`config.mk`:
```
export PLATFORM = sky130hd
export DESIGN_NAME = arg_route_gain
export DESIGN_NICKNAME = d
export VERILOG_FILES = /design/src/arg_pkg.sv /design/src/arg_zc_if.sv /design/src/arg_route_gain.sv /design/src/arg_zero_cross_gate.sv
export SDC_FILE = /design/constraint.sdc
export NUM_CORES = 1
export LEC_CHECK = 0
export BUFFER_PORTS_ARGS = -buffer_cell sky130_fd_sc_hd__buf_2
export CAP_MARGIN = 0
export CORE_ASPECT_RATIO = 0.6
export CORE_MARGIN = 1.5
export CORE_UTILIZATION = 45
export CTS_CLUSTER_SIZE = 8
export DETAILED_ROUTE_END_ITERATION = 12
export GPL_ROUTABILITY_DRIVEN = 0
export GPL_TIMING_DRIVEN = 0
export PLACE_DENSITY = 0.75
export SYNTH_ARGS = -nofsm -noshare
export SYNTH_HDL_FRONTEND = slang
export SYNTH_SLANG_ARGS = --single-unit
```
`constraint.sdc`:
```
create_clock -name clock -period 1.9 [get_ports clock]
set_input_delay 0.285 -clock clock [delete_from_list [all_inputs] [get_ports clock]]
set_output_delay 0.285 -clock clock [all_outputs]
set_load 0.02 [all_outputs]
```
`src/arg_pkg.sv`:
```
// Register map, field layout, reset values and source codes of the audio routing and gain control
package arg_pkg;
  // Register byte offsets
  localparam logic [7:0] LOOP_CTRL_OFS = 8'h00;
  localparam logic [7:0] ROUTE_CTRL_OFS = 8'h04;
  localparam logic [7:0] ANALOG_CTRL_OFS = 8'h08;
  localparam logic [7:0] MIC_CTRL_OFS = 8'h0C;
  localparam logic [7:0] ADC_GAIN_OFS = 8'h10;
  localparam logic [7:0] DAC_VOL_OFS = 8'h14;
  localparam logic [7:0] HP_VOL_OFS = 8'h18;
  localparam logic [7:0] LINE_LEVEL_OFS = 8'h1C;
  localparam logic [7:0] STATUS_OFS = 8'h20;
  // Clock loop control fields
  localparam int INT_DIV_LSB = 0;
  localparam int INT_DIV_W = 5;
  localparam int FRAC_DIV_LSB = 5;
  localparam int FRAC_DIV_W = 11;
  localparam int HALVE_BIT = 16;
  // Routing control fields, one selector per destination
  localparam int DAC_SEL_LSB = 0;
  localparam int ENGINE_SEL_LSB = 4;
  localparam int SEROUT_SEL_LSB = 8;
  localparam int SEL_W = 2;
  // Analog path control bits
  localparam int HP_SRC_BIT = 0;
  localparam int ADC_SRC_BIT = 1;
  localparam int HP_MUTE_BIT = 2;
  localparam int LO_MUTE_BIT = 3;
  localparam int ADC_ZC_BIT = 4;
  localparam int HP_ZC_BIT = 5;
  // Mic, gain, volume fields
  localparam int MIC_BIAS_LSB = 0;
  localparam int MIC_BIAS_W = 3;
  localparam int MIC_GAIN_LSB = 4;
  localparam int MIC_GAIN_W = 2;
  localparam int ADC_GAIN_LSB = 0;
  localparam int ADC_GAIN_W = 4;
  localparam int ADC_SHIFT_BIT = 8;
  localparam int VOL_W = 8;
  localparam int LINE_LEVEL_W = 5;
  // Status fields
  localparam int ST_ADC_GAIN_LSB = 0;
  localparam int ST_HP_VOL_LSB = 8;
  localparam int ST_ADC_PEND_BIT = 16;
  localparam int ST_HP_PEND_BIT = 17;
  // Volume code limits: DAC 0x3C is 0 dB, 0xF0 is -90 dB; headphone 0x00 is +12 dB, 0x80 is -52 dB
  localparam logic [7:0] DAC_VOL_MAX = 8'h3C;
  localparam logic [7:0] DAC_VOL_MIN = 8'hF0;
  localparam logic [7:0] HP_VOL_MAX = 8'h00;
  localparam logic [7:0] HP_VOL_MIN = 8'h80;
  // Source codes of the routing switch
  localparam logic [1:0] SRC_ADC = 2'h0;
  localparam logic [1:0] SRC_SERIAL = 2'h1;
  localparam logic [1:0] SRC_ENGINE = 2'h3;
  // Reset values
  localparam logic [31:0] LOOP_CTRL_RST = 32'h0000_0000;
  localparam logic [1:0] DAC_SEL_RST = 2'h1;
  localparam logic [1:0] ENGINE_SEL_RST = 2'h0;
  localparam logic [1:0] SEROUT_SEL_RST = 2'h0;
  localparam logic [5:0] ANALOG_CTRL_RST = 6'h0C;
  localparam logic [5:0] MIC_CTRL_RST = 6'h00;
  localparam logic [3:0] ADC_GAIN_RST = 4'h0;
  localparam logic [7:0] DAC_VOL_RST = 8'h3C;
  localparam logic [7:0] HP_VOL_RST = 8'h18;
  localparam logic [4:0] LINE_LEVEL_RST = 5'h00;
endpackage : arg_pkg

```
`src/arg_zc_if.sv`:
```
// Carrier between the control core and a zero-crossing gate
interface arg_zc_if #(parameter int W = 8);
  logic enable;
  logic [W-1:0] request;
  logic crossing;
  logic [W-1:0] applied;
  logic pending;
  modport gate (input enable, input request, input crossing, output applied, output pending);
  modport user (output enable, output request, output crossing, input applied, input pending);
endinterface : arg_zc_if

```
`src/arg_route_gain.sv`:
```
// Audio routing switch, clock loop setup and gain, mute and bypass controls behind an APB slave
//
// The placing of the registers and the APB slave port are this design's own decisions.
module arg_route_gain #(
  parameter int DW = 32
) (
  // Clock and reset
  input wire logic clock,
  input wire logic rst_b,
  // APB register port
  input wire logic [7:0] paddr,
  input wire logic psel,
  input wire logic penable,
  input wire logic pwrite,
  input wire logic [31:0] pwdata,
  output logic [31:0] prdata,
  output logic pready,
  output logic pslverr,
  // Audio sources
  input wire logic [DW-1:0] adc_data,
  input wire logic adc_valid,
  input wire logic [DW-1:0] serial_in_data,
  input wire logic serial_in_valid,
  input wire logic [DW-1:0] engine_out_data,
  input wire logic engine_out_valid,
  // Audio destinations
  output logic [DW-1:0] dac_in_data,
  output logic dac_in_valid,
  output logic [DW-1:0] engine_in_data,
  output logic engine_in_valid,
  output logic [DW-1:0] serial_out_data,
  output logic serial_out_valid,
  // Zero-crossing pulses from the analog comparators
  input wire logic adc_zero_cross,
  input wire logic hp_zero_cross,
  // Clock loop settings
  output logic [4:0] loop_integer_divisor,
  output logic [10:0] loop_fraction_divisor,
  output logic input_clock_halve,
  // Analog path settings
  output logic headphone_source_select,
  output logic adc_source_mic,
  output logic headphone_mute,
  output logic line_output_mute,
  output logic [2:0] mic_bias_code,
  output logic [1:0] mic_gain_code,
  output logic [3:0] adc_gain_code,
  output logic adc_range_shift,
  output logic [7:0] converter_digital_volume,
  output logic [7:0] headphone_volume,
  output logic [4:0] line_output_level
);
  logic [31:0] loop_ctrl_ff, nxt_loop_ctrl;
  logic [1:0] dac_sel_ff, nxt_dac_sel;
  logic [1:0] engine_sel_ff, nxt_engine_sel;
  logic [1:0] serout_sel_ff, nxt_serout_sel;
  logic [5:0] analog_ff, nxt_analog;
  logic [5:0] mic_ff, nxt_mic;
  logic [3:0] adc_gain_req_ff, nxt_adc_gain_req;
  logic adc_shift_ff, nxt_adc_shift;
  logic [7:0] dac_vol_ff, nxt_dac_vol;
  logic [7:0] hp_vol_req_ff, nxt_hp_vol_req;
  logic [4:0] line_level_ff, nxt_line_level;
  logic [31:0] prdata_ff, nxt_prdata;
  logic pready_ff, nxt_pready;
  logic pslverr_ff, nxt_pslverr;
  logic [DW-1:0] dac_data_ff, nxt_dac_data;
  logic [DW-1:0] engine_data_ff, nxt_engine_data;
  logic [DW-1:0] serout_data_ff, nxt_serout_data;
  logic dac_valid_ff, nxt_dac_valid;
  logic engine_valid_ff, nxt_engine_valid;
  logic serout_valid_ff, nxt_serout_valid;
  logic access;
  logic wr_take;
  logic mapped;

  arg_zc_if #(.W(4)) adc_zc();
  arg_zc_if #(.W(8)) hp_zc();

  // Out-of-range volume writes are pulled to the nearest end of the range
  function automatic logic [7:0] arg_clamp(input logic [7:0] v, input logic [7:0] lo, input logic [7:0] hi);
    arg_clamp = (v < lo) ? lo : ((v > hi) ? hi : v);
  endfunction : arg_clamp

  // Code 2 is unused and drives a silent, idle stream
  function automatic logic [DW:0] arg_pick(input logic [1:0] sel, input logic [DW:0] adc_s,
                                           input logic [DW:0] ser_s, input logic [DW:0] eng_s);
    unique case (sel)
      arg_pkg::SRC_ADC: arg_pick = adc_s;
      arg_pkg::SRC_SERIAL: arg_pick = ser_s;
      arg_pkg::SRC_ENGINE: arg_pick = eng_s;
      default: arg_pick = '0;
    endcase
  endfunction : arg_pick

  function automatic logic arg_mapped(input logic [7:0] a);
    arg_mapped = (a[1:0] == 2'h0) && (a <= arg_pkg::STATUS_OFS);
  endfunction : arg_mapped

  assign access = psel && penable;
  assign wr_take = access && pwrite && pready_ff && mapped;
  assign mapped = arg_mapped(paddr);

  // One wait state: pready rises in the second access cycle and falls after it
  always_comb begin
    nxt_pready = access && !pready_ff;
    nxt_pslverr = access && !pready_ff && !mapped;
    nxt_prdata = '0;
    if (access && !pready_ff && !pwrite) begin
      unique case (paddr)
        arg_pkg::LOOP_CTRL_OFS: nxt_prdata = loop_ctrl_ff;
        arg_pkg::ROUTE_CTRL_OFS: begin
          nxt_prdata[arg_pkg::DAC_SEL_LSB +: arg_pkg::SEL_W] = dac_sel_ff;
          nxt_prdata[arg_pkg::ENGINE_SEL_LSB +: arg_pkg::SEL_W] = engine_sel_ff;
          nxt_prdata[arg_pkg::SEROUT_SEL_LSB +: arg_pkg::SEL_W] = serout_sel_ff;
        end
        arg_pkg::ANALOG_CTRL_OFS: nxt_prdata[5:0] = analog_ff;
        arg_pkg::MIC_CTRL_OFS: nxt_prdata[5:0] = mic_ff;
        arg_pkg::ADC_GAIN_OFS: begin
          nxt_prdata[arg_pkg::ADC_GAIN_LSB +: arg_pkg::ADC_GAIN_W] = adc_gain_req_ff;
          nxt_prdata[arg_pkg::ADC_SHIFT_BIT] = adc_shift_ff;
        end
        arg_pkg::DAC_VOL_OFS: nxt_prdata[arg_pkg::VOL_W-1:0] = dac_vol_ff;
        arg_pkg::HP_VOL_OFS: nxt_prdata[arg_pkg::VOL_W-1:0] = hp_vol_req_ff;
        arg_pkg::LINE_LEVEL_OFS: nxt_prdata[arg_pkg::LINE_LEVEL_W-1:0] = line_level_ff;
        arg_pkg::STATUS_OFS: begin
          nxt_prdata[arg_pkg::ST_ADC_GAIN_LSB +: arg_pkg::ADC_GAIN_W] = adc_zc.applied;
          nxt_prdata[arg_pkg::ST_HP_VOL_LSB +: arg_pkg::VOL_W] = hp_zc.applied;
          nxt_prdata[arg_pkg::ST_ADC_PEND_BIT] = adc_zc.pending;
          nxt_prdata[arg_pkg::ST_HP_PEND_BIT] = hp_zc.pending;
        end
        default: nxt_prdata = '0;
      endcase
    end
  end

  // Control registers; status is read-only and writes to it are dropped
  always_comb begin
    nxt_loop_ctrl = loop_ctrl_ff;
    nxt_dac_sel = dac_sel_ff;
    nxt_engine_sel = engine_sel_ff;
    nxt_serout_sel = serout_sel_ff;
    nxt_analog = analog_ff;
    nxt_mic = mic_ff;
    nxt_adc_gain_req = adc_gain_req_ff;
    nxt_adc_shift = adc_shift_ff;
    nxt_dac_vol = dac_vol_ff;
    nxt_hp_vol_req = hp_vol_req_ff;
    nxt_line_level = line_level_ff;
    if (wr_take) begin
      unique case (paddr)
        arg_pkg::LOOP_CTRL_OFS: begin
          nxt_loop_ctrl = '0;
          nxt_loop_ctrl[arg_pkg::INT_DIV_LSB +: arg_pkg::INT_DIV_W] = pwdata[arg_pkg::INT_DIV_LSB +: arg_pkg::INT_DIV_W];
          nxt_loop_ctrl[arg_pkg::FRAC_DIV_LSB +: arg_pkg::FRAC_DIV_W] =
            pwdata[arg_pkg::FRAC_DIV_LSB +: arg_pkg::FRAC_DIV_W];
          nxt_loop_ctrl[arg_pkg::HALVE_BIT] = pwdata[arg_pkg::HALVE_BIT];
        end
        arg_pkg::ROUTE_CTRL_OFS: begin
          nxt_dac_sel = pwdata[arg_pkg::DAC_SEL_LSB +: arg_pkg::SEL_W];
          nxt_serout_sel = pwdata[arg_pkg::SEROUT_SEL_LSB +: arg_pkg::SEL_W];
          // A loop through the engine would feed its own output back; keep the old source
          if (pwdata[arg_pkg::ENGINE_SEL_LSB +: arg_pkg::SEL_W] != arg_pkg::SRC_ENGINE) begin
            nxt_engine_sel = pwdata[arg_pkg::ENGINE_SEL_LSB +: arg_pkg::SEL_W];
          end
        end
        arg_pkg::ANALOG_CTRL_OFS: nxt_analog = pwdata[5:0];
        arg_pkg::MIC_CTRL_OFS: begin
          nxt_mic = '0;
          nxt_mic[arg_pkg::MIC_BIAS_LSB +: arg_pkg::MIC_BIAS_W] = pwdata[arg_pkg::MIC_BIAS_LSB +: arg_pkg::MIC_BIAS_W];
          nxt_mic[arg_pkg::MIC_GAIN_LSB +: arg_pkg::MIC_GAIN_W] = pwdata[arg_pkg::MIC_GAIN_LSB +: arg_pkg::MIC_GAIN_W];
        end
        arg_pkg::ADC_GAIN_OFS: begin
          nxt_adc_gain_req = pwdata[arg_pkg::ADC_GAIN_LSB +: arg_pkg::ADC_GAIN_W];
          nxt_adc_shift = pwdata[arg_pkg::ADC_SHIFT_BIT];
        end
        arg_pkg::DAC_VOL_OFS:
          nxt_dac_vol = arg_clamp(pwdata[7:0], arg_pkg::DAC_VOL_MAX, arg_pkg::DAC_VOL_MIN);
        arg_pkg::HP_VOL_OFS:
          nxt_hp_vol_req = arg_clamp(pwdata[7:0], arg_pkg::HP_VOL_MAX, arg_pkg::HP_VOL_MIN);
        arg_pkg::LINE_LEVEL_OFS: nxt_line_level = pwdata[arg_pkg::LINE_LEVEL_W-1:0];
        default: nxt_loop_ctrl = loop_ctrl_ff;
      endcase
    end
  end

  // Routing switch: each destination follows its own selector, one cycle late
  always_comb begin
    {nxt_dac_valid, nxt_dac_data} = arg_pick(dac_sel_ff, {adc_valid, adc_data},
      {serial_in_valid, serial_in_data}, {engine_out_valid, engine_out_data});
    {nxt_engine_valid, nxt_engine_data} = arg_pick(engine_sel_ff, {adc_valid, adc_data},
      {serial_in_valid, serial_in_data}, {engine_out_valid, engine_out_data});
    {nxt_serout_valid, nxt_serout_data} = arg_pick(serout_sel_ff, {adc_valid, adc_data},
      {serial_in_valid, serial_in_data}, {engine_out_valid, engine_out_data});
  end

  always_ff @(posedge clock or negedge rst_b) begin
    if (!rst_b) begin
      loop_ctrl_ff <= arg_pkg::LOOP_CTRL_RST;
      dac_sel_ff <= arg_pkg::DAC_SEL_RST;
      engine_sel_ff <= arg_pkg::ENGINE_SEL_RST;
      serout_sel_ff <= arg_pkg::SEROUT_SEL_RST;
      analog_ff <= arg_pkg::ANALOG_CTRL_RST;
      mic_ff <= arg_pkg::MIC_CTRL_RST;
      adc_gain_req_ff <= arg_pkg::ADC_GAIN_RST;
      adc_shift_ff <= 1'b0;
      dac_vol_ff <= arg_pkg::DAC_VOL_RST;
      hp_vol_req_ff <= arg_pkg::HP_VOL_RST;
      line_level_ff <= arg_pkg::LINE_LEVEL_RST;
      prdata_ff <= '0;
      pready_ff <= 1'b0;
      pslverr_ff <= 1'b0;
    end else begin
      loop_ctrl_ff <= nxt_loop_ctrl;
      dac_sel_ff <= nxt_dac_sel;
      engine_sel_ff <= nxt_engine_sel;
      serout_sel_ff <= nxt_serout_sel;
      analog_ff <= nxt_analog;
      mic_ff <= nxt_mic;
      adc_gain_req_ff <= nxt_adc_gain_req;
      adc_shift_ff <= nxt_adc_shift;
      dac_vol_ff <= nxt_dac_vol;
      hp_vol_req_ff <= nxt_hp_vol_req;
      line_level_ff <= nxt_line_level;
      prdata_ff <= nxt_prdata;
      pready_ff <= nxt_pready;
      pslverr_ff <= nxt_pslverr;
    end
  end

  always_ff @(posedge clock or negedge rst_b) begin
    if (!rst_b) begin
      dac_data_ff <= '0;
      engine_data_ff <= '0;
      serout_data_ff <= '0;
      dac_valid_ff <= 1'b0;
      engine_valid_ff <= 1'b0;
      serout_valid_ff <= 1'b0;
    end else begin
      dac_data_ff <= nxt_dac_data;
      engine_data_ff <= nxt_engine_data;
      serout_data_ff <= nxt_serout_data;
      dac_valid_ff <= nxt_dac_valid;
      engine_valid_ff <= nxt_engine_valid;
      serout_valid_ff <= nxt_serout_valid;
    end
  end

  // ADC gain and headphone volume changes wait for a zero crossing when gating is on, to avoid pops
  assign adc_zc.enable = analog_ff[arg_pkg::ADC_ZC_BIT];
  assign adc_zc.request = adc_gain_req_ff;
  assign adc_zc.crossing = adc_zero_cross;
  assign hp_zc.enable = analog_ff[arg_pkg::HP_ZC_BIT];
  assign hp_zc.request = hp_vol_req_ff;
  assign hp_zc.crossing = hp_zero_cross;

  arg_zero_cross_gate #(.W(4), .RESET_VAL(arg_pkg::ADC_GAIN_RST)) u_adc_gate (
    .clock(clock),
    .rst_b(rst_b),
    .zc(adc_zc.gate)
  );

  arg_zero_cross_gate #(.W(8), .RESET_VAL(arg_pkg::HP_VOL_RST)) u_hp_gate (
    .clock(clock),
    .rst_b(rst_b),
    .zc(hp_zc.gate)
  );

  assign prdata = prdata_ff;
  assign pready = pready_ff;
  assign pslverr = pslverr_ff;
  assign dac_in_data = dac_data_ff;
  assign dac_in_valid = dac_valid_ff;
  assign engine_in_data = engine_data_ff;
  assign engine_in_valid = engine_valid_ff;
  assign serial_out_data = serout_data_ff;
  assign serial_out_valid = serout_valid_ff;
  // Loop settings go to the clock multiplier that derives every audio clock
  assign loop_integer_divisor = loop_ctrl_ff[arg_pkg::INT_DIV_LSB +: arg_pkg::INT_DIV_W];
  assign loop_fraction_divisor = loop_ctrl_ff[arg_pkg::FRAC_DIV_LSB +: arg_pkg::FRAC_DIV_W];
  assign input_clock_halve = loop_ctrl_ff[arg_pkg::HALVE_BIT];
  // In bypass the headphone amp takes line input, so only its own volume and mute apply
  assign headphone_source_select = analog_ff[arg_pkg::HP_SRC_BIT];
  assign adc_source_mic = analog_ff[arg_pkg::ADC_SRC_BIT];
  assign headphone_mute = analog_ff[arg_pkg::HP_MUTE_BIT];
  assign line_output_mute = analog_ff[arg_pkg::LO_MUTE_BIT];
  assign mic_bias_code = mic_ff[arg_pkg::MIC_BIAS_LSB +: arg_pkg::MIC_BIAS_W];
  assign mic_gain_code = mic_ff[arg_pkg::MIC_GAIN_LSB +: arg_pkg::MIC_GAIN_W];
  assign adc_gain_code = adc_zc.applied;
  assign adc_range_shift = adc_shift_ff;
  assign converter_digital_volume = dac_vol_ff;
  assign headphone_volume = hp_zc.applied;
  assign line_output_level = line_level_ff;
endmodule : arg_route_gain

```
`src/arg_zero_cross_gate.sv`:
```
// Holds a gain setting back until the audio crosses zero, when that gating is enabled
module arg_zero_cross_gate #(
  parameter int W = 8,
  parameter logic [W-1:0] RESET_VAL = '0
) (
  // Clock and reset
  input wire logic clock,
  input wire logic rst_b,
  // Gain request and applied value
  arg_zc_if.gate zc
);
  logic [W-1:0] applied_ff;
  logic [W-1:0] nxt_applied;
  logic pending_ff;
  logic nxt_pending;

  always_comb begin
    nxt_applied = applied_ff;
    if (!zc.enable || zc.crossing) begin
      nxt_applied = zc.request;
    end
    nxt_pending = (nxt_applied != zc.request);
  end

  always_ff @(posedge clock or negedge rst_b) begin
    if (!rst_b) begin
      applied_ff <= RESET_VAL;
      pending_ff <= 1'b0;
    end else begin
      applied_ff <= nxt_applied;
      pending_ff <= nxt_pending;
    end
  end

  assign zc.applied = applied_ff;
  assign zc.pending = pending_ff;
endmodule : arg_zero_cross_gate
```
==> flow_metrics.env, run 1 <==
export IMPL_crit_fanout=10
export IMPL_critPathKind="register to register"
export IMPL_area_growth_pct=29.3
export IMPL_drt_wl_total_um=30100
export IMPL_rrSetupSlack_ns=0.06
export IMPL_min_path_cells=2
export IMPL_hold_viol=0
export IMPL_worst_slack_ns=0.0555
export IMPL_arrival_ns=2.18
export IMPL_clockBufferDepth=2
export IMPL_routedWlPerCell_um=21.2
export IMPL_yosysMostFrequentCell="dfrtp_1"
export IMPL_core_um2=19900
export IMPL_timing_rr_start="dac_sel_ff[0]$_DFFE_PN1P_"
export IMPL_dp_slack_ns=-0.782
export IMPL_synth_top_area_share_pct=49.9
export IMPL_die_w_um=187
export IMPL_port_buffers=297
export IMPL_synth_cell_area_um2=9130
export IMPL_finalClockSkew_ns=0.00897
export IMPL_r2r_cells=5
export IMPL_n_antenna_cell=0
export IMPL_synth_ff_latch_count=193
export IMPL_fmax_mhz=542
export IMPL_slew_headroom_pct=44.4
export IMPL_busiest_layer="met1"
export IMPL_crit_start="dac_sel_ff[0]$_DFFE_PN1P_"
export IMPL_cap_viol_max_count=0
export IMPL_grt_overflow=0
export IMPL_gr_usage_met2_pct=41.4
export IMPL_io_pins=331
export IMPL_slew_viol_final=0
export IMPL_clockRootBuffer="clkbuf_16"
export IMPL_die_h_um=113
export IMPL_synth_common_cells="182 x dfrtp_1, 110 x mux2i_1, 109 x nand2_1, 103 x o21ai_0, 56 x mux2_2"
export IMPL_rsz0062_at_grt="no"
export IMPL_hpwl_um=22600
export IMPL_synthTopCellsByArea="dfrtp_1 50%, mux2i_1 12%, mux2_2 6.9%"
export IMPL_grt_usage_pct=29.0
export IMPL_tightest_slew_ns=0.834
export IMPL_clk_pin_slew_ns=0.07
export IMPL_fin_crit_ns=1.84
export IMPL_fin_crit_sh_pct=97.1
export IMPL_grt_pass1_wl_um=46000
export IMPL_yosysTopAreaCell="dfrtp_1"
export IMPL_initial_core_util_pct=45.8
export IMPL_htree_levels=4
export IMPL_clock_latency_ns=0.44
export IMPL_ys_warn_count=0
export IMPL_cts_tree="yes"
export IMPL_holdPathEnd="loop_ctrl_ff[16]$_DFFE_PN0P_"
export IMPL_cp_required_ns=2.23
export IMPL_dr_total_vias=7728
export IMPL_fin_cells=1423
export IMPL_vias_per_cell=5.43
export IMPL_ys_seq_area_share_pct=53.1
export IMPL_grt_pass1_vias=7551
export IMPL_drcViolationCount=0
export IMPL_dieArea_um2=21200
export IMPL_grt_use_met1_pct=41.9
export IMPL_final_nets=1283
export IMPL_synth_cells=804
export IMPL_use_met3_pct=11.0
export IMPL_synth_edf_count=0
export IMPL_total_power_mw=8.82
export IMPL_status="finished clean"
export IMPL_synthArstFlopShare_pct=100
export IMPL_rows=40
export IMPL_p_leak_nw=5.53
export IMPL_r2r_end="dac_in_data[16]$_DFF_PN0_"
export IMPL_clock_sinks=193
export IMPL_synth_distinct_cells=60
export IMPL_antenna_found_initial=2
export IMPL_setup_viol=0
export IMPL_firstDrtPassIters=5
export IMPL_powerDensity_nw_per_um2=748
export IMPL_endpoint_kind="register"
export IMPL_place_inst=1388
export IMPL_min_path_type="input pin to register"
export IMPL_drtIter0Drc=593
export IMPL_synth_area_per_cell_um2=11.3
export IMPL_drive_gt1_share_pct=41.6
export IMPL_synth_ff_type="dfrtp_1"
export IMPL_peakVddDrop_v=0.000580
export IMPL_cp_start_kind="register"
export IMPL_cts_buffers=17
export IMPL_grt_max_degree=114
export IMPL_min_delay_start="pwdata[16]"
export IMPL_ant_nets=0
-- metrics by stage --
| stage | area (um2) | TNS [ns] | util (%) | hold slack [ns] |
|---|---|---|---|---|
| after global routing | 11800 | 0 | 59.2 | 0.0626 |
| after global placement | 11000 | -537.40 | 55.4 | 0.461 |
| final | 11800 | 0 | 59.2 | 0.0771 |
| after detailed placement | 11100 | -49.46 | 55.5 | 0.415 |
| after CTS | 11800 | 0 | 59.0 | 0.0605 |
| after floorplan | 9200 | -0.852 | - | -0.0106 |
-- layout by cell type, fill, tap and decap left out, types with 7 or more instances in the layout --
master / count
buf_2: 300
dfrtp_1: 180
mux2i_1: 110
nand2_1: 109
o21ai_0: 103
mux2_2: 56
nor2_1: 23
clkbuf_1: 21
buf_4: 19
clkbuf_16: 17
clkbuf_2: 16
conb_1: 14
xor2_1: 12
nor2b_1: 12
a22oi_1: 12
mux2_4: 12
dfstp_2: 11
inv_1: 10
a21oi_1: 7
-- worst max-delay path, cell delays in order (launching register included) --
cell	delay, ns
dfstp_2	0.69
and2_1	0.17
clkbuf_1	0.33
clkbuf_2	0.36
nand2_1	0.09
o21ai_0	0.11
-- where the power goes --
group | switching [mW] | total, mW | leakage (nW) | internal [mW]
clock network | 1.58 | 3.66 | 0.285 | 2.08
registers | 0.0307 | 4.25 | 2.41 | 4.22
logic | 0.600 | 0.913 | 2.83 | 0.312
-- cell type report --
type | instances | area, um2
Inverter | 10 | 37.5
Timing Repair Buffer | 304 | 1570
Buffer | 63 | 402
Clock buffer | 23 | 488
Sequential cell | 193 | 4850
Tap cell | 273 | 342
Multi-Input combinational cell | 548 | 4000
Fill cell | 1705 | 8120
Clock inverter | 9 | 106
-- worst max-delay path by stage --
| stage | cells after the start | slack (ns) | to |
|---|---|---|---|
| global route | 6 | 0.0008 | loop_ctrl_ff[8]$_DFFE_PN0P_ |
| CTS | 5 | 0.01 | engine_in_data[9]$_DFF_PN0_ |
| floorplan | 6 | -0.08 | loop_ctrl_ff[10]$_DFFE_PN0P_ |
| global placement | 1 | -2.64 | dac_in_data[7]$_DFF_PN0_ |
| finish | 5 | 0.06 | dac_in_data[16]$_DFF_PN0_ |
| detailed placement | 5 | -0.78 | serout_sel_ff[1]$_DFFE_PN0P_ |
-- timing repair --
item | in CTS | in global routing
setup endpoints to repair | 131 | 77
pin swaps | 1 | 1
hold buffers | 1 | 0
resized for setup | 24 | 20
setup buffers | 4 | 1
hold endpoints to repair | 110 | 0
-- cell families after synthesis --
family	synth area share, %
and+or+nand+nor	10.5
AOI/OAI and AO/OA	9.56
other	0.0411
DFF	53.1
xor gates and xnor gates	1.15
buffers and inverters	4.21
muxes	21.4
-- routing by layer --
metal	up-vias	routed length (um)	share of wire (%)
li1	3484	-	-
met1	3800	13600	45
met2	403	12900	43
met3	37	3230	11
met4	4	411	1.4
met5	-	20	0.066
-- registers in the layout, indices dropped and copies added, names as in the netlist, 2 cells and up --
signal / flops
dac_sel_ff: 2
prdata: 18
adc_gain_req_ff: 4
mic_ff: 5
serout_sel_ff: 2
line_output_level: 5
dac_in_data: 32
hp_vol_req_ff: 8
loop_ctrl_ff: 17
serial_out_data: 32
u_adc_gate.zc.applied: 4
engine_in_data: 32
engine_sel_ff: 2
analog_ff: 6
u_hp_gate.zc.applied: 8
converter_digital_volume: 8
Power figures use the tool's default switching activity.
==> run 2: changes to the inputs <==
--- a/config.mk
+++ b/config.mk
@@ -7,14 +7,17 @@
 export LEC_CHECK = 0
 export BUFFER_PORTS_ARGS = -buffer_cell sky130_fd_sc_hd__buf_2
 export CAP_MARGIN = 0
+export CELL_PAD_IN_SITES_DETAIL_PLACEMENT = 0
+export CELL_PAD_IN_SITES_GLOBAL_PLACEMENT = 1
 export CORE_ASPECT_RATIO = 0.6
 export CORE_MARGIN = 1.5
-export CORE_UTILIZATION = 45
+export CORE_UTILIZATION = 34
 export CTS_CLUSTER_SIZE = 8
 export DETAILED_ROUTE_END_ITERATION = 12
 export GPL_ROUTABILITY_DRIVEN = 0
 export GPL_TIMING_DRIVEN = 0
-export PLACE_DENSITY = 0.75
+export PLACE_DENSITY = 0.74
+export SETUP_SLACK_MARGIN = 0.4
 export SYNTH_ARGS = -nofsm -noshare
 export SYNTH_HDL_FRONTEND = slang
 export SYNTH_SLANG_ARGS = --single-unit
==> flow_metrics.env, run 2 (same netlist as run 1, synthesis figures left out) <==
export IMPL_drcViolationCount=0
export IMPL_critPathKind="register to register"
export IMPL_total_power_mw=8.98
export IMPL_fin_crit_ns=1.73
export IMPL_timing_rr_start="pready$_DFF_PN0_"
export IMPL_crit_slowest_cell="dfrtp_1"
export IMPL_cpPeakStageDelay_ns=0.35
export IMPL_p_leak_nw=5.81
export IMPL_hold_viol=0
export IMPL_hpwl_um=24600
export IMPL_rsz0062_at_grt="yes"
export IMPL_fin_util_pct=47.4
export IMPL_drtIter0Drc=646
export IMPL_peakVddDrop_v=0.000475
export IMPL_vias_per_cell=5.11
export IMPL_crit_fanout=6
export IMPL_tns_ns=0
export IMPL_place_inst=1475
export IMPL_port_buffers=297
export IMPL_clockBufferDepth=2
export IMPL_drt_wl_total_um=34200
export IMPL_dr_total_vias=7889
export IMPL_arrival_ns=2.06
export IMPL_grt_max_degree=118
export IMPL_core_um2=26400
export IMPL_final_nets=1313
export IMPL_cp_start_kind="register"
export IMPL_cap_viol_max_count=0
export IMPL_rrSetupSlack_ns=0.17
export IMPL_cp_required_ns=2.24
export IMPL_ant_nets=0
export IMPL_rows=46
export IMPL_slew_viol_final=0
export IMPL_cts_tree="yes"
export IMPL_antenna_found_initial=3
export IMPL_routedWlPerCell_um=22.2
export IMPL_drive_gt1_share_pct=44.6
export IMPL_tightest_slew_ns=0.983
export IMPL_dieArea_um2=27900
export IMPL_hold_ws_ns=0.0588
export IMPL_setup_viol=0
export IMPL_worst_slack_ns=0.173
export IMPL_io_pins=331
export IMPL_clock_latency_ns=0.45
export IMPL_endpoint_kind="register"
export IMPL_firstDrtPassIters=6
export IMPL_design_area_um2=12500
export IMPL_area_growth_pct=37.3
export IMPL_min_path_cells=3
export IMPL_die_w_um=214
export IMPL_min_path_type="input pin to register"
export IMPL_fin_crit_sh_pct=90.9
export IMPL_path_buf_inv=2
export IMPL_htree_levels=4
export IMPL_grt_usage_pct=23.9
export IMPL_holdPathEnd="serial_out_data[30]$_DFF_PN0_"
export IMPL_most_common_layout_cells="294 x buf_2, 178 x dfrtp_1, 110 x mux2i_1, 109 x nand2_1, 103 x o21ai_0"
export IMPL_path_delay_family="simple AND/OR/NAND/NOR gates"
export IMPL_grt_pass1_vias=7462
export IMPL_post_dp_cell_area_um2=11200
export IMPL_r2r_cells=6
export IMPL_status="finished clean"
export IMPL_grt_pass1_wl_um=49000
export IMPL_clk_pin_slew_ns=0.08
export IMPL_fin_cells=1544
export IMPL_fmax_mhz=579
export IMPL_crit_path_cell_trace="and4_4 -> o211ai_4 -> buf_4 -> nor3_4 -> buf_6 -> mux2_4"
export IMPL_clockRootBuffer="clkbuf_16"
export IMPL_dp_slack_ns=-0.551
export IMPL_r2r_end="analog_ff[4]$_DFFE_PN0P_"
export IMPL_cts_buffers=17
export IMPL_slew_headroom_pct=33.9
export IMPL_grt_overflow=0
export IMPL_clock_sinks=193
export IMPL_initial_core_util_pct=34.5
export IMPL_powerDensity_nw_per_um2=717
export IMPL_final_common_cell="buf_2"
export IMPL_finalClockSkew_ns=0.00855
export IMPL_die_h_um=130
export IMPL_min_delay_start="engine_out_data[30]"
run 2: cell types whose count changed in the layout (fill, tap and decap cells not counted), sizes merged:
cell           change
inv                +3
diode              +4
clkbuf             -5
clkdlybuf4s15      -4
buf               +38
clkinvlp           -2
run 2: routing by layer:
layer	wire, um	track usage, %	up-vias
li1	-	-	3547
met1	17200	36.4	3956
met2	14000	32.7	361
met3	2690	7.23	25
met4	402	5.88	0
met5	0	0	-
run 2: worst max-delay path by stage:
stage	end	slack (ns)	from	cells after the start
floorplan	loop_ctrl_ff[10]$_DFFE_PN0P_	-0.08	paddr[0]	6
global placement	dac_in_data[20]$_DFF_PN0_	-2.84	rst_b	1
detailed placement	serout_sel_ff[1]$_DFFE_PN0P_	-0.55	paddr[2]	5
CTS	loop_ctrl_ff[1]$_DFFE_PN0P_	0.17	pready$_DFF_PN0_	5
global route	mic_ff[4]$_DFFE_PN0P_	0.11	pready$_DFF_PN0_	6
finish	analog_ff[4]$_DFFE_PN0P_	0.17	pready$_DFF_PN0_	6
run 2: layout make-up:
cell class,count,area [um2]
Sequential cell,193,4850
Fill cell,2490,13900
Clock buffer,22,474
Inverter,10,37.5
Buffer,66,559
Antenna cell,4,10.0
Multi-Input combinational cell,548,4140
Timing Repair Buffer,331,1890
Tap cell,360,450
Clock inverter,10,125
run 2: worst reg2reg max path, stage by stage, from the launching register on:
cell,delay [ns]
dfrtp_1,0.35
and4_4,0.28
o211ai_4,0.16
buf_4,0.20
nor3_4,0.19
buf_6,0.15
mux2_4,0.29
run 2: where the power goes:
group | total, mW | internal, mW | switching (mW)
Clock | 3.78 | 2.06 | 1.72
Combinational | 0.955 | 0.333 | 0.622
Sequential | 4.24 | 4.21 | 0.0300
Total | 8.98 | 6.61 | 2.37
run 2: repair_timing:
| item | CTS | global route |
|---|---|---|
| resized for setup | 92 | 45 |
| cloned | 0 | 2 |
| buffers inserted | 19 | 11 |
| hold endpoints to repair | 75 | 0 |
| endpoints found under the setup margin | 181 | 286 |
| pin swaps | 6 | 6 |
| hold buffers | 1 | 0 |
==> run 3: changes to the inputs <==
--- a/config.mk
+++ b/config.mk
@@ -5,7 +5,7 @@
 export SDC_FILE = /design/constraint.sdc
 export NUM_CORES = 1
 export LEC_CHECK = 0
-export BUFFER_PORTS_ARGS = -buffer_cell sky130_fd_sc_hd__buf_2
+export BUFFER_PORTS_ARGS = -buffer_cell sky130_fd_sc_hd__buf_4
 export CAP_MARGIN = 0
 export CELL_PAD_IN_SITES_DETAIL_PLACEMENT = 0
 export CELL_PAD_IN_SITES_GLOBAL_PLACEMENT = 1
==> flow_metrics.env, run 3 (same netlist as run 1, synthesis figures left out) <==
export IMPL_drcViolationCount=0
export IMPL_hold_viol=0
export IMPL_rows=46
export IMPL_grt_overflow=0
export IMPL_n_fill_cell=2418
export IMPL_p_leak_nw=5.96
export IMPL_core_um2=26400
export IMPL_dp_slack_ns=-0.535
export IMPL_most_common_layout_cells="335 x buf_4, 179 x dfrtp_1, 110 x mux2i_1, 109 x nand2_1, 103 x o21ai_0"
export IMPL_total_power_mw=9.05
export IMPL_drt_wl_total_um=33800
export IMPL_powerDensity_nw_per_um2=688
export IMPL_arrival_ns=2.09
export IMPL_fin_util_pct=49.8
export IMPL_drive_gt1_share_pct=44.3
export IMPL_htree_levels=4
export IMPL_die_w_um=214
export IMPL_rsz0062_at_grt="yes"
export IMPL_dr_total_vias=7712
export IMPL_grt_max_degree=102
export IMPL_ant_nets=0
export IMPL_clock_sinks=193
export IMPL_grt_pass1_vias=7447
export IMPL_slew_viol_final=0
export IMPL_setup_viol=0
export IMPL_min_path_type="input pin to register"
export IMPL_grt_usage_pct=24.1
export IMPL_clockBufferDepth=2
export IMPL_status="finished clean"
export IMPL_clock_latency_ns=0.44
export IMPL_n_antenna_cell=0
export IMPL_cp_start_kind="register"
export IMPL_cap_viol_max_count=0
export IMPL_finalClockSkew_ns=0.00877
export IMPL_cts_tree="yes"
export IMPL_slew_headroom_pct=36.4
export IMPL_hpwl_um=25000
export IMPL_final_nets=1308
export IMPL_port_buffers=297
export IMPL_vias_per_cell=5.02
export IMPL_endpoint_kind="register"
export IMPL_peakVddDrop_v=0.000573
export IMPL_firstDrtPassIters=5
export IMPL_fmax_mhz=567
export IMPL_hold_ws_ns=0.0677
export IMPL_clockRootBuffer="clkbuf_16"
export IMPL_grt_pass1_wl_um=49500
export IMPL_crit_fanout=6
export IMPL_critPathKind="register to register"
export IMPL_drtIter0Drc=604
export IMPL_place_inst=1475
export IMPL_initial_core_util_pct=34.5
export IMPL_fin_crit_sh_pct=92.9
export IMPL_cp_required_ns=2.22
export IMPL_cts_buffers=17
export IMPL_clk_pin_slew_ns=0.07
export IMPL_worst_slack_ns=0.135
export IMPL_die_h_um=130
export IMPL_dieArea_um2=27900
export IMPL_final_common_cell="buf_4"
export IMPL_fin_crit_ns=1.77
export IMPL_antenna_found_initial=1
export IMPL_tightest_slew_ns=0.945
export IMPL_io_pins=331
export IMPL_area_growth_pct=44.1
export IMPL_routedWlPerCell_um=22.0
export IMPL_fin_cells=1535
[run 3: final timing paths]
check	startpoint	end	slack, ns	cells past startpoint
setup / recovery	pready$_DFF_PN0_	analog_ff[4]$_DFFE_PN0P_	0.13	6
hold / removal	engine_out_data[31]	dac_in_data[31]$_DFF_PN0_	0.07	3
setup reg to reg	pready$_DFF_PN0_	analog_ff[4]$_DFFE_PN0P_	0.13	6
hold reg to reg	u_hp_gate.zc.pending$_DFF_PN0_	prdata[17]$_DFF_PN0_	0.47	1
max in group asynchronous	rst_b	converter_digital_volume[5]$_DFFE_PN1P_	0.63	3
min in group asynchronous	rst_b	loop_ctrl_ff[15]$_DFFE_PN0P_	0.36	2
[run 3: timing repair]
action                                  CTS  global route
endpoints found under the setup margin  176           248
gates resized for setup                  79            42
hold buffers                              1             0
buffers inserted                         15            12
pin swaps                                 7             7
hold endpoints to repair                 92             0
[run 3: where the power goes]
| group | leakage [nW] | total, mW | switching, mW | internal (mW) |
|---|---|---|---|---|
| clock | 0.288 | 3.71 | 1.69 | 2.02 |
| combinational | 3.27 | 1.09 | 0.619 | 0.468 |
| sequential | 2.41 | 4.25 | 0.0357 | 4.22 |
[run 3: layer usage]
| metal | vias to the layer above | part of all wire (%) | GRT usage [%] |
|---|---|---|---|
| met4 | 0 | 1.1 | 4.76 |
| met3 | 28 | 7.4 | 6.08 |
| met1 | 3853 | 51 | 37.9 |
| met5 | - | 0 | 0 |
| met2 | 308 | 41 | 32.7 |
| li1 | 3523 | - | - |
[run 3: layout make-up]
class	instances	area [um2]	share of cell area (%)
sequential	193	4850	36.9
multi-input combinational	548	4130	31.4
timing repair buffer	326	2550	19.4
buffer	66	538	4.09
clock buffer	21	460	3.50
tap	360	450	3.43
clock inverter	11	130	0.990
inverter	10	37.5	0.285
[run 3: critical path, cell delays in order, from the launching register on]
cell,delay [ns]
dfrtp_1,0.35
and4_4,0.29
o211ai_4,0.17
buf_6,0.18
nor3_4,0.17
buf_4,0.17
mux2_2,0.32
[run 3: stage by stage]
step / cell area, um2 / setup TNS, ns
floorplan: 9260 / -0.940
global placement: 11900 / -200.61
detailed placement: 12000 / -46.81
CTS: 13000 / 0
global route: 13100 / 0
finish: 13100 / 0
